$ cat config.mk
export PLATFORM = sky130hd
export DESIGN_NAME = ccife_core
export DESIGN_NICKNAME = d
export VERILOG_FILES = /design/src/logic/ccife_pkg.sv /design/src/logic/ccife_core.sv /design/src/logic/ccife_scratch_ram.sv
export SDC_FILE = /design/constraint.sdc
export NUM_CORES = 1
export LEC_CHECK = 0
export ABC_AREA = 1
export BUFFER_PORTS_ARGS = -buffer_cell sky130_fd_sc_hd__clkbuf_2
export CAP_MARGIN = 20
export CORE_MARGIN = 3
export CORE_UTILIZATION = 50
export CTS_BUF_LIST = sky130_fd_sc_hd__clkbuf_8
export DETAILED_ROUTE_END_ITERATION = 12
export PLACE_DENSITY = 0.65
export SLEW_MARGIN = 40
export SYNTH_ARGS = -nofsm -noshare
export SYNTH_HDL_FRONTEND = slang
export SYNTH_SLANG_ARGS = --single-unit
$ cat constraint.sdc
create_clock -name mclk -period 2.1 [get_ports mclk]
set_clock_uncertainty 0.2 [all_clocks]
set_input_delay 0.315 -clock mclk [delete_from_list [all_inputs] [get_ports mclk]]
set_output_delay 0.315 -clock mclk [all_outputs]
set_load 0.03 [all_outputs]
$ cat src/logic/ccife_pkg.sv
package ccife_pkg;
  // Widths
  localparam int ADDR_W    = 10;
  localparam int DATA_W    = 8;
  localparam int RAM_AW    = 6;
  localparam int RAM_DEPTH = 64;
  localparam int STACK_LVL = 31;
  localparam int SP_W      = 5;
  // Reset values, fixed addresses and step sizes
  localparam logic [9:0] PC_RESET   = 10'h000;
  localparam logic [9:0] IRQ_VECTOR = 10'h3FF;
  localparam logic [9:0] PC_STEP    = 10'h001;
  localparam logic [4:0] SP_RESET   = 5'h00;
  localparam logic [4:0] SP_STEP    = 5'h01;

  // Operation selector from the instruction decoder
  typedef enum logic [2:0] {
    CCIFE_OP_NOP,
    CCIFE_OP_CALL,
    CCIFE_OP_CMP,
    CCIFE_OP_DINT,
    CCIFE_OP_EINT,
    CCIFE_OP_FETCH
  } ccife_op_t;

  // Call condition choices
  typedef enum logic [2:0] {
    CCIFE_CC_ALWAYS,
    CCIFE_CC_CARRY_SET,
    CCIFE_CC_CARRY_CLR,
    CCIFE_CC_ZERO_SET,
    CCIFE_CC_EQUAL_UNSET_TEST
  } ccife_cond_t;

  // One decoded instruction
  typedef struct packed {
    ccife_op_t   op;
    ccife_cond_t cond;
    logic        use_imm;
    logic [9:0]  target;
    logic [7:0]  immediate_byte;
  } ccife_instr_t;

  // Architectural flags
  typedef struct packed {
    logic carry;
    logic zero;
    logic irq_accept_flag;
  } ccife_flags_t;
endpackage : ccife_pkg

$ cat src/logic/ccife_core.sv
`timescale 1ns/1ps
// Contract
// RULE_01: Call target address is ten bits wide, whole address space.
// RULE_02: Call conditions: always, carry set, carry clear, zero set, zero clear.
// RULE_03: Taken call pushes current counter and loads the target together.
// RULE_04: Untaken call leaves stack alone and advances counter by one.
// RULE_05: Call never changes zero or carry flags.
// RULE_06: Return stack holds 31 nested levels; programs nest no deeper.
// RULE_07: Every call target holds a subroutine ending in a return.
// RULE_08: Compare uses register and 8-bit register or immediate; flags only.
// RULE_09: Compare never writes the first operand register.
// RULE_10: Compare sets zero when operands equal, else clears it.
// RULE_11: Compare sets carry when second operand exceeds first, unsigned.
// RULE_12: Disable instruction clears interrupt accept flag, advances counter.
// RULE_13: Enable instruction sets interrupt accept flag, advances counter.
// RULE_14: Program places service routine at vector 3FF before enabling.
// RULE_15: Program never enables interrupts inside a service routine.
// RULE_16: Fetch uses operand bits 5..0 as the 64-entry RAM address.
// RULE_17: Fetch copies RAM byte to destination; flags kept; counter advances.
// RULE_18: Enabled interrupt: finish instruction, push counter, load 1023, clear flag. A taken call in that cycle loses its target instead.
// RULE_19: Counter increments wrap modulo the ten-bit address space.
module ccife_core
  import ccife_pkg::*;
(
  // Clock and reset
  input  wire logic              mclk,
  input  wire logic              resetn,
  // Decoded instruction, one per enabled cycle
  input  wire logic              instr_valid,
  input  ccife_instr_t           instr,
  input  wire logic [DATA_W-1:0] destination_register,
  input  wire logic [DATA_W-1:0] source_register,
  // External interrupt pin
  input  wire logic              irq_pin,
  // Scratchpad store path from the rest of the core
  input  wire logic              store_en,
  input  wire logic [DATA_W-1:0] store_addr,
  input  wire logic [DATA_W-1:0] store_data,
  // Architectural state
  output logic      [ADDR_W-1:0] program_counter,
  output ccife_flags_t           flags,
  output logic      [ADDR_W-1:0] stack_top_entry,
  output logic      [SP_W-1:0]   stack_depth,
  // Fetch result
  output logic                   fetch_valid,
  output logic      [DATA_W-1:0] fetch_data,
  // Interrupt taken
  output logic                   irq_taken
);
  // Condition test on current flags
  function automatic logic cond_true(ccife_cond_t c, ccife_flags_t f);
    unique case (c)
      CCIFE_CC_ALWAYS:           cond_true = 1'b1;
      CCIFE_CC_CARRY_SET:        cond_true = f.carry;
      CCIFE_CC_CARRY_CLR:        cond_true = !f.carry;
      CCIFE_CC_ZERO_SET:         cond_true = f.zero;
      CCIFE_CC_EQUAL_UNSET_TEST: cond_true = !f.zero;
      default:                   cond_true = 1'b0;
    endcase
  endfunction : cond_true

  logic [1:0]        irq_sync_reg;
  logic [ADDR_W-1:0] stack_mem [STACK_LVL];
  logic [ADDR_W-1:0] pc_inc;
  logic [DATA_W-1:0] operand;
  logic              call_taken;
  logic              irq_go;
  logic              push;
  logic              is_op;

  // Pin passes two flops before use
  always_ff @(posedge mclk or negedge resetn)
  begin
    if (!resetn)
    begin
      irq_sync_reg <= 2'b00;
    end
    else
    begin
      irq_sync_reg <= {irq_sync_reg[0], irq_pin};
    end
  end

  // RULE_19: wrapping increment
  assign pc_inc  = program_counter + PC_STEP;
  // RULE_08: register or immediate operand
  assign operand = instr.use_imm ? instr.immediate_byte : source_register;
  // RULE_02: condition against current flags
  assign call_taken = instr_valid && instr.op == CCIFE_OP_CALL && cond_true(instr.cond, flags);
  // RULE_18: interrupt in the cycle of the current instruction; it wins over a taken call
  assign irq_go  = instr_valid && flags.irq_accept_flag && irq_sync_reg[1];
  assign push    = call_taken || irq_go;
  assign is_op   = instr_valid;

  // Program counter
  always_ff @(posedge mclk or negedge resetn)
  begin
    if (!resetn)
    begin
      program_counter <= PC_RESET;
    end
    else if (irq_go)
    begin
      // RULE_18: vector to highest address
      program_counter <= IRQ_VECTOR;
    end
    else if (call_taken)
    begin
      // RULE_01: full ten-bit target
      program_counter <= instr.target;
    end
    else if (is_op)
    begin
      // RULE_04: step to next instruction
      program_counter <= pc_inc;
    end
  end

  // Return stack; overflow beyond 31 levels is the program's fault
  always_ff @(posedge mclk or negedge resetn)
  begin
    if (!resetn)
    begin
      stack_depth <= SP_RESET;
    end
    else if (push && stack_depth != SP_W'(STACK_LVL))
    begin
      // RULE_06: depth limited to 31 levels
      stack_depth <= stack_depth + SP_STEP;
    end
  end

  // RULE_03: push current counter; interrupt pushes the resume address
  always_ff @(posedge mclk)
  begin
    if (push && stack_depth != SP_W'(STACK_LVL))
    begin
      stack_mem[stack_depth] <= irq_go ? pc_inc : program_counter;
    end
  end

  // Visible top of stack, registered; a dropped push leaves it alone
  always_ff @(posedge mclk or negedge resetn)
  begin
    if (!resetn)
    begin
      stack_top_entry <= PC_RESET;
    end
    else if (push && stack_depth != SP_W'(STACK_LVL))
    begin
      stack_top_entry <= irq_go ? pc_inc : program_counter;
    end
  end

  // Flags; call and fetch leave carry and zero alone
  // RULE_05: call keeps flags
  // RULE_09: no operand write-back path
  always_ff @(posedge mclk or negedge resetn)
  begin
    if (!resetn)
    begin
      flags <= '0;
    end
    else if (is_op)
    begin
      if (instr.op == CCIFE_OP_CMP)
      begin
        // RULE_11: unsigned greater-than sets carry
        flags.carry <= operand > destination_register;
        // RULE_10: equality sets zero
        flags.zero  <= operand == destination_register;
      end
      // RULE_12: disable clears accept flag
      if (instr.op == CCIFE_OP_DINT)
      begin
        flags.irq_accept_flag <= 1'b0;
      end
      // RULE_13: enable sets accept flag
      if (instr.op == CCIFE_OP_EINT)
      begin
        flags.irq_accept_flag <= 1'b1;
      end
      // RULE_18: accepting the interrupt clears the flag
      if (irq_go)
      begin
        flags.irq_accept_flag <= 1'b0;
      end
    end
  end

  // Interrupt acknowledge pulse
  always_ff @(posedge mclk or negedge resetn)
  begin
    if (!resetn)
    begin
      irq_taken <= 1'b0;
    end
    else
    begin
      irq_taken <= irq_go;
    end
  end

  // Fetch result valid one cycle later with RAM read data
  always_ff @(posedge mclk or negedge resetn)
  begin
    if (!resetn)
    begin
      fetch_valid <= 1'b0;
    end
    else
    begin
      // RULE_17: copy byte to destination, flags untouched
      fetch_valid <= is_op && instr.op == CCIFE_OP_FETCH;
    end
  end

  // RULE_16: only the low six address bits reach the RAM
  ccife_scratch_ram u_ram (
    .mclk    (mclk),
    .wr_en   (store_en),
    .wr_addr (store_addr[RAM_AW-1:0]),
    .wr_data (store_data),
    .rd_addr (operand[RAM_AW-1:0]),
    .rd_data (fetch_data)
  );

  // Taken call loads target next cycle
  call_target_a: assert property (@(posedge mclk) disable iff (!resetn)
    call_taken && !irq_go |=> program_counter == $past(instr.target)) // RULE_03
    else $error("taken call did not load target");

  // Untaken call steps by one
  call_skip_a: assert property (@(posedge mclk) disable iff (!resetn)
    instr_valid && instr.op == CCIFE_OP_CALL && !call_taken && !irq_go
    |=> program_counter == $past(pc_inc) && $stable(stack_depth)) // RULE_04
    else $error("untaken call moved stack or counter wrongly");

  // Call keeps flags
  call_flags_a: assert property (@(posedge mclk) disable iff (!resetn)
    instr_valid && instr.op == CCIFE_OP_CALL |=> $stable(flags.carry) && $stable(flags.zero)) // RULE_05
    else $error("call altered flags");

  // Compare zero flag
  cmp_zero_a: assert property (@(posedge mclk) disable iff (!resetn)
    instr_valid && instr.op == CCIFE_OP_CMP
    |=> flags.zero == ($past(operand) == $past(destination_register))) // RULE_10
    else $error("compare zero flag wrong");

  // Compare carry flag
  cmp_carry_a: assert property (@(posedge mclk) disable iff (!resetn)
    instr_valid && instr.op == CCIFE_OP_CMP
    |=> flags.carry == ($past(operand) > $past(destination_register))) // RULE_11
    else $error("compare carry flag wrong");

  // Enable sets accept flag
  irq_enable_a: assert property (@(posedge mclk) disable iff (!resetn)
    instr_valid && instr.op == CCIFE_OP_EINT && !irq_go |=> flags.irq_accept_flag) // RULE_13
    else $error("enable did not set flag");

  // Disable clears accept flag
  irq_disable_a: assert property (@(posedge mclk) disable iff (!resetn)
    instr_valid && instr.op == CCIFE_OP_DINT |=> !flags.irq_accept_flag) // RULE_12
    else $error("disable did not clear flag");

  // Interrupt vectors and clears flag
  irq_vector_a: assert property (@(posedge mclk) disable iff (!resetn)
    irq_go |=> program_counter == IRQ_VECTOR && !flags.irq_accept_flag && irq_taken) // RULE_18
    else $error("interrupt entry wrong");

  // Each kept push adds one level
  stack_depth_a: assert property (@(posedge mclk) disable iff (!resetn)
    push && stack_depth != SP_W'(STACK_LVL)
    |=> stack_depth == $past(stack_depth) + SP_STEP) // RULE_06
    else $error("stack depth did not grow by one");

  // Visible top always mirrors the stored entry
  stack_top_a: assert property (@(posedge mclk) disable iff (!resetn)
    stack_depth != SP_RESET |-> stack_top_entry == stack_mem[stack_depth - SP_STEP]) // RULE_03
    else $error("stack top differs from stored entry");

  // Fetch keeps flags
  fetch_flags_a: assert property (@(posedge mclk) disable iff (!resetn)
    instr_valid && instr.op == CCIFE_OP_FETCH && !irq_go |=> $stable(flags)) // RULE_17
    else $error("fetch altered flags");
endmodule : ccife_core

$ cat src/logic/ccife_scratch_ram.sv
`timescale 1ns/1ps
// 64-byte scratchpad, registered read data
module ccife_scratch_ram
  import ccife_pkg::*;
(
  // Clock
  input  wire logic              mclk,
  // Write port
  input  wire logic              wr_en,
  input  wire logic [RAM_AW-1:0] wr_addr,
  input  wire logic [DATA_W-1:0] wr_data,
  // Read port
  input  wire logic [RAM_AW-1:0] rd_addr,
  output logic      [DATA_W-1:0] rd_data
);
  logic [DATA_W-1:0] mem [RAM_DEPTH];

  // Write and registered read
  always_ff @(posedge mclk)
  begin
    if (wr_en)
    begin
      mem[wr_addr] <= wr_data;
    end
    rd_data <= mem[rd_addr];
  end
endmodule : ccife_scratch_ram
Yosys cells after proc, flatten, opt, wreduce, memory -nomap -nowiden
Memory sizes are Yosys's and may differ from the RTL's. A register that Yosys moved wholly into a read port is not among the register bits.
Index checks and enable logic that the tools add are counted.
{ "totals": {"reg_bits": 32, "ram_bits": 512, "input_bits": 62, "out_inout_bits": 38, "wordCells": 49, "mem_count": 1} }
{ "op_classes": {"add_sub_neg": 2, "magnitude_cmp": 1, "n_eq_ne": 11, "mux": 11, "reduce_logical": 14} }
{ "memory_table": {"columns": ["memory", "words", "word_bits", "rd", "rd_ports_with_merged_regs", "write_ports", "line_no", "rtl"], "rows": [
  ["u_ram.mem", 64, 8, 1, 1, 1, "ccife_scratch_ram.sv:16", "logic [DATA_W-1:0] mem [RAM_DEPTH];"]
]} }
{ "ops": {"columns": ["op", "count"], "rows": [
  ["2-to-1 mux 10 bit", 4],
  ["== test 3 x 2 -> 1 bit (second input constant)", 4],
  ["adder 10 x 1 -> 10 bit (second input constant)", 1],
  ["== test 3 bit (second input constant)", 3],
  ["== test 8 bit", 1],
  ["> comparator 8 bit", 1],
  ["2-to-1 mux 8 bit", 1],
  ["== test 3 x 1 -> 1 bit (second input constant)", 2],
  ["logical AND 1 bit", 6],
  ["nonzero test 3 bit", 2],
  ["adder 5 x 1 -> 5 bit (second input constant)", 1],
  ["2-to-1 mux 1 bit", 5],
  ["!= test 5 bit (second input constant)", 1],
  ["one-hot mux 1 bit (5 select lines)", 1],
  ["AND reduction 2 bit", 2],
  ["logical NOT 3 bit", 1],
  ["logical NOT 1 bit", 2],
  ["logical OR 1 bit", 1]
]} }

Depth between registers and ports, before layout
{ "depth": {"depth_word": 5, "ltp_mapped": 13, "depth_no_buf": 11} }

Cells and area by module
Synthesis repeated with hierarchy kept, for this count alone.
{ "hier_totals": {"cells_unflattened": 2112, "area_unflattened_um2": 23473.8} }
{ "by_module_without_submodules": {"columns": ["mod", "n_inst", "cells_each", "area_per_inst_um2", "seq_area_each_um2"], "rows": [
  ["ccife_scratch_ram", 1, 1805, 21339.2, 15534.9],
  ["ccife_core", 1, 307, 2134.5, 800.8]
]} }

Worst setup path after synthesis
No wires, ideal clock.
{ "synth_path": {"path_kind": "in2reg", "start": "in store_en", "end": "mem u_ram.mem[48][0] (enable)", "setup_ps": 395, "arrival_ps": 1686, "required_ps": 1505, "setup_slack_ps": -181, "stages": 3, "n_path_buf": 1, "path_cell_list": "clkbuf_1 nand4_1 nor4_1"} }
{ "synth_between": {"elab_chain_cells": 2} }
{ "synth_lines": {"columns": ["element", "line_no", "rtl"], "rows": [
  ["from (decl)", "ccife_core.sv:36", "input wire logic store_en,"],
  ["2-to-1 mux 1 bit", "ccife_scratch_ram.sv:21", "if (wr_en)"],
  ["2-to-1 mux 1 bit (not written as such)", "ccife_scratch_ram.sv:23", "mem[wr_addr] <= wr_data;"],
  ["to (decl)", "ccife_scratch_ram.sv:16", null]
]} }
No other way between the ends.

Final worst setup path
{ "layout_path": {"start": "in store_addr[4]", "end": "mem u_ram.mem[58][6] (enable)"} }
{ "layout_lines": {"columns": ["element", "line_no", "rtl"], "rows": [
  ["from (decl)", "ccife_core.sv:37", "input wire logic [DATA_W-1:0] store_addr,"]
]} }
No word-level cell before the write port.

==> metrics <==
Max Clock Freq=0.4998 GHz; CTS max path bufs=3; status=finished, final reports clean; clock sink total=about 550; Syn Inst Count=2,476; total core area=approximately 50,000 um2; Initial Utilization=0.5071; RR Startpoint=flags[2]$_DFFE_PN0P_; Non-Filler Instances=~3,500; Crit. End Element=flip-flop; setup_tns=0 ns; Die Wd=~230 um; Seq/Total Area, Yosys=0.6567; via count=between 15,000 and 20,000; GRT Residual Overflow=0; CP arrival=approximately 2.2 ns; die height=approximately 230 um; syn_nets=between 2,000 and 3,000; Power per Cell Area=about 850 nW/um2; net load switching power=around 7.1 mW; first-pass GRT wire length=roughly 100 mm; vias per cell=between 5 and 6; CP delay by family, top=buffers and inverters; syn_area_per_cell=10.05 um2; critical path class=in2reg; num ports=100; Unique masters post-synth=36; DR WL/cell=roughly 19 um; Hold Crit Class=in2reg; largest net degree at the start of global routing=65; storage element area=16,340 um2; Tcrit/Tclk final=0.9528; final WL=between 60 and 70 mm; dpl hpwl=around 41 mm; register with the most flip-flops=u_ram.mem; Clock Root Buffer=clkbuf_8; Slew Limit Fails=0; Clock transition at path regs=roughly 0.060 ns; diodes inserted=0; RSZ-0062 raised after global routing=false; clock share of power=0.344; Num CTS Buffers=90; initial antenna violation count=3; fill cell count=4,160; GRT Util Overall=0.2531; R2R depth=10; First DRT Iteration DRCs=between 1,500 and 2,000; reg-to-reg endpoint=stack_top_entry[3]$_DFFE_PN0P_; Max VDD drop=~0.57 mV; setup bufs post-CTS=0; CP Max Fanout=6; Post-synth top flop=edfxtp_1; Max Cap Viol=0; Multi-input gate area=6141 um2; Clock Latency Late Sink=0.70 ns; WP buf/inv=4; headroom to the max-slew limit=0.6218; Post-DRT Antenna Nets=0; share of layout cells above drive strength 1=0.1432; Period minus WS final=2.001 ns; largest area contributor in the netlist=edfxtp_1; Seq pwr share=0.502; Slew @ Worst Pin=between 0.5 and 0.6 ns; delay of the slowest cell on the worst path=0.64 ns; gp weighted congestion=~0.92; setup slack after placement=-0.5479 ns; CTS tree=yes; worst endpoint required time=between 2 and 2.5 ns; Worst Setup SP=store_addr[4]; Post-synth top cells=nand3_1 (568), nand2_1 (541), edfxtp_1 (512); Synth Register Bits=552; Layout Nets=between 2,000 and 3,000; Post-synth EDFFs=512; mapped cell area=~25,000 um2; main area contributors after synthesis=edfxtp_1 (62%), nand3_1 (11%), nand2_1 (8.2%), inv_1 (7.4%), dfrtp_1 (3.2%); drt first pass iters=5; R2R setup slack=approximately 0.20 ns; Pwr Total=25.09 mW; count leader, synth=nand3_1; crit path capture=u_ram.mem[58][6]$_DFFE_PP_; H-tree levels=3; crit path cell chain=dlygate4sd3_1 > clkbuf_2 > nand3_1 > dlygate4sd3_1 > nor2_2 > buf_4; switching share of power=0.2817; most used cell, CP=dlygate4sd3_1; Rows=between 80 and 90; biggest regs=u_ram.mem: 512 flops, program_counter: 10 flops, stack_top_entry: 10 flops; fin worst setup slack=around 0.1 ns; Crit path depth=6; Yosys warning total=0; Pint=18.02 mW; Slowest cell on crit path=dlygate4sd3_1; dpl cells=approximately 3,300; CP startpoint kind=input pin; Post-route DRC=0; number of port buffers=97; vias in the first global route=between 15,000 and 20,000; combinational share of power=0.153; area grow syn2layout=18.29%; die area=52,470 um2; # setup viols final=0; Post-synth ARST share=0.05797; post-synth top area share=0.6180; Largest register FFs=around 510; Fin. Hold Viols=0; Pleak=approximately 13 nW
## cell type report
| cell class | instances | share of cell area |
|---|---|---|
| Clock buffer | 95 | 0.04443 |
| Clock inverter | 68 | 0.01165 |
| Inverter | 497 | 0.06361 |
| Multi-Input combinational cell | 1303 | 0.2087 |
| Sequential cell | 552 | 0.5551 |
| Tap cell | 664 | 0.02823 |
| Timing Repair Buffer | 299 | 0.08827 |
## per-stage QoR
| step | util | hold WS [ns] | cell area, um2 |
|---|---|---|---|
| 2_1_floorplan | - | -0.1806 | 24910 |
| 3_3_place_gp | 0.5590 | 0.1376 | 27420 |
| 3_5_place_dp | 0.5590 | 0.1373 | 27420 |
| 4_1_cts | 0.5996 | 0.001513 | 29410 |
| 5_1_grt | 0.5999 | 0.05886 | 29430 |
| 6_report | 0.5999 | 0.07247 | 29430 |
## worst reg2reg max path: stages (launching register included)
cell and delay, ns:
dfrtp_1 0.41, o21ai_1 0.14, inv_1 0.05, o21ai_0 0.15
buf_4 0.14, nand2_1 0.12, buf_4 0.19, a21oi_4 0.13
buf_12 0.15, o211ai_1 0.10, nand2_1 0.08
## routing by layer
metal  track usage  routed length, um  up-vias
met5             0                 41        -
met4       0.09373               2103        6
met3       0.05000               4640      130
met2        0.4139              32080      674
met1        0.3381              27340     8833
li1              -                  -     8668
## layout by cell type (no fill, tap or decap), types with 3 or more instances in the layout
master and n:
nand2_4 3, xor2_1 8, dfxtp_1 8, o211ai_1 6, nand2_1 540, buf_12 41
buf_4 128, inv_1 520, nand3b_1 33, clkinv_1 24, nor3_1 3, clkbuf_8 95
clkinv_2 9, or2_2 4, edfxtp_1 512, nor3_2 3, nor4_1 8, dfrtp_1 32
inv_2 4, clkbuf_2 97, dlygate4sd3_1 33, o21ai_0 14, a21oi_1 8, nand4_1 10
nor2_1 64, ha_1 11, nand3_1 568
## power by group through the flow
stage	registers, mW	logic, mW	clock network [mW]
floorplan	13.3	1.75	0
global placement	12.8	3.69	0
detailed placement	12.8	3.76	0
CTS	12.6	3.83	8.82
global route	12.6	4.19	9.33
finish	12.6	3.84	8.64
## worst min-delay path by stage
stage	startpoint	endpoint	slack, ns	depth (start not counted)
after floorplan	resetn	fetch_valid$_DFF_PN0_	-0.18	0
after global placement	irq_sync_reg[0]$_DFF_PN0_	irq_sync_reg[1]$_DFF_PN0_	0.14	0
after detailed placement	irq_sync_reg[0]$_DFF_PN0_	irq_sync_reg[1]$_DFF_PN0_	0.14	0
after CTS	instr[5]	u_ram.rd_data[7]$_DFF_P_	0.002	7
after global routing	store_addr[1]	u_ram.mem[49][1]$_DFFE_PP_	0.06	4
final	instr[5]	u_ram.rd_data[7]$_DFF_P_	0.07	7
## cell families after synthesis
kind of cell	after synthesis	share of synthesized area
flip-flops	552	0.6567
adder cells (fa/ha/maj)	11	0.005533
AO/OA/AOI/OAI	39	0.009657
AND/OR/NAND/NOR	1244	0.2255
XOR/XNOR	9	0.003169
buffers and inverters	621	0.09949
## what timing repair did
item                                   in CTS  in global routing
endpoints found under the hold margin     531                  0
hold buffers                               34                  0
setup endpoints to repair                   0                 13
resized for setup                           0                  7
(Power assumes the default switching activity.)
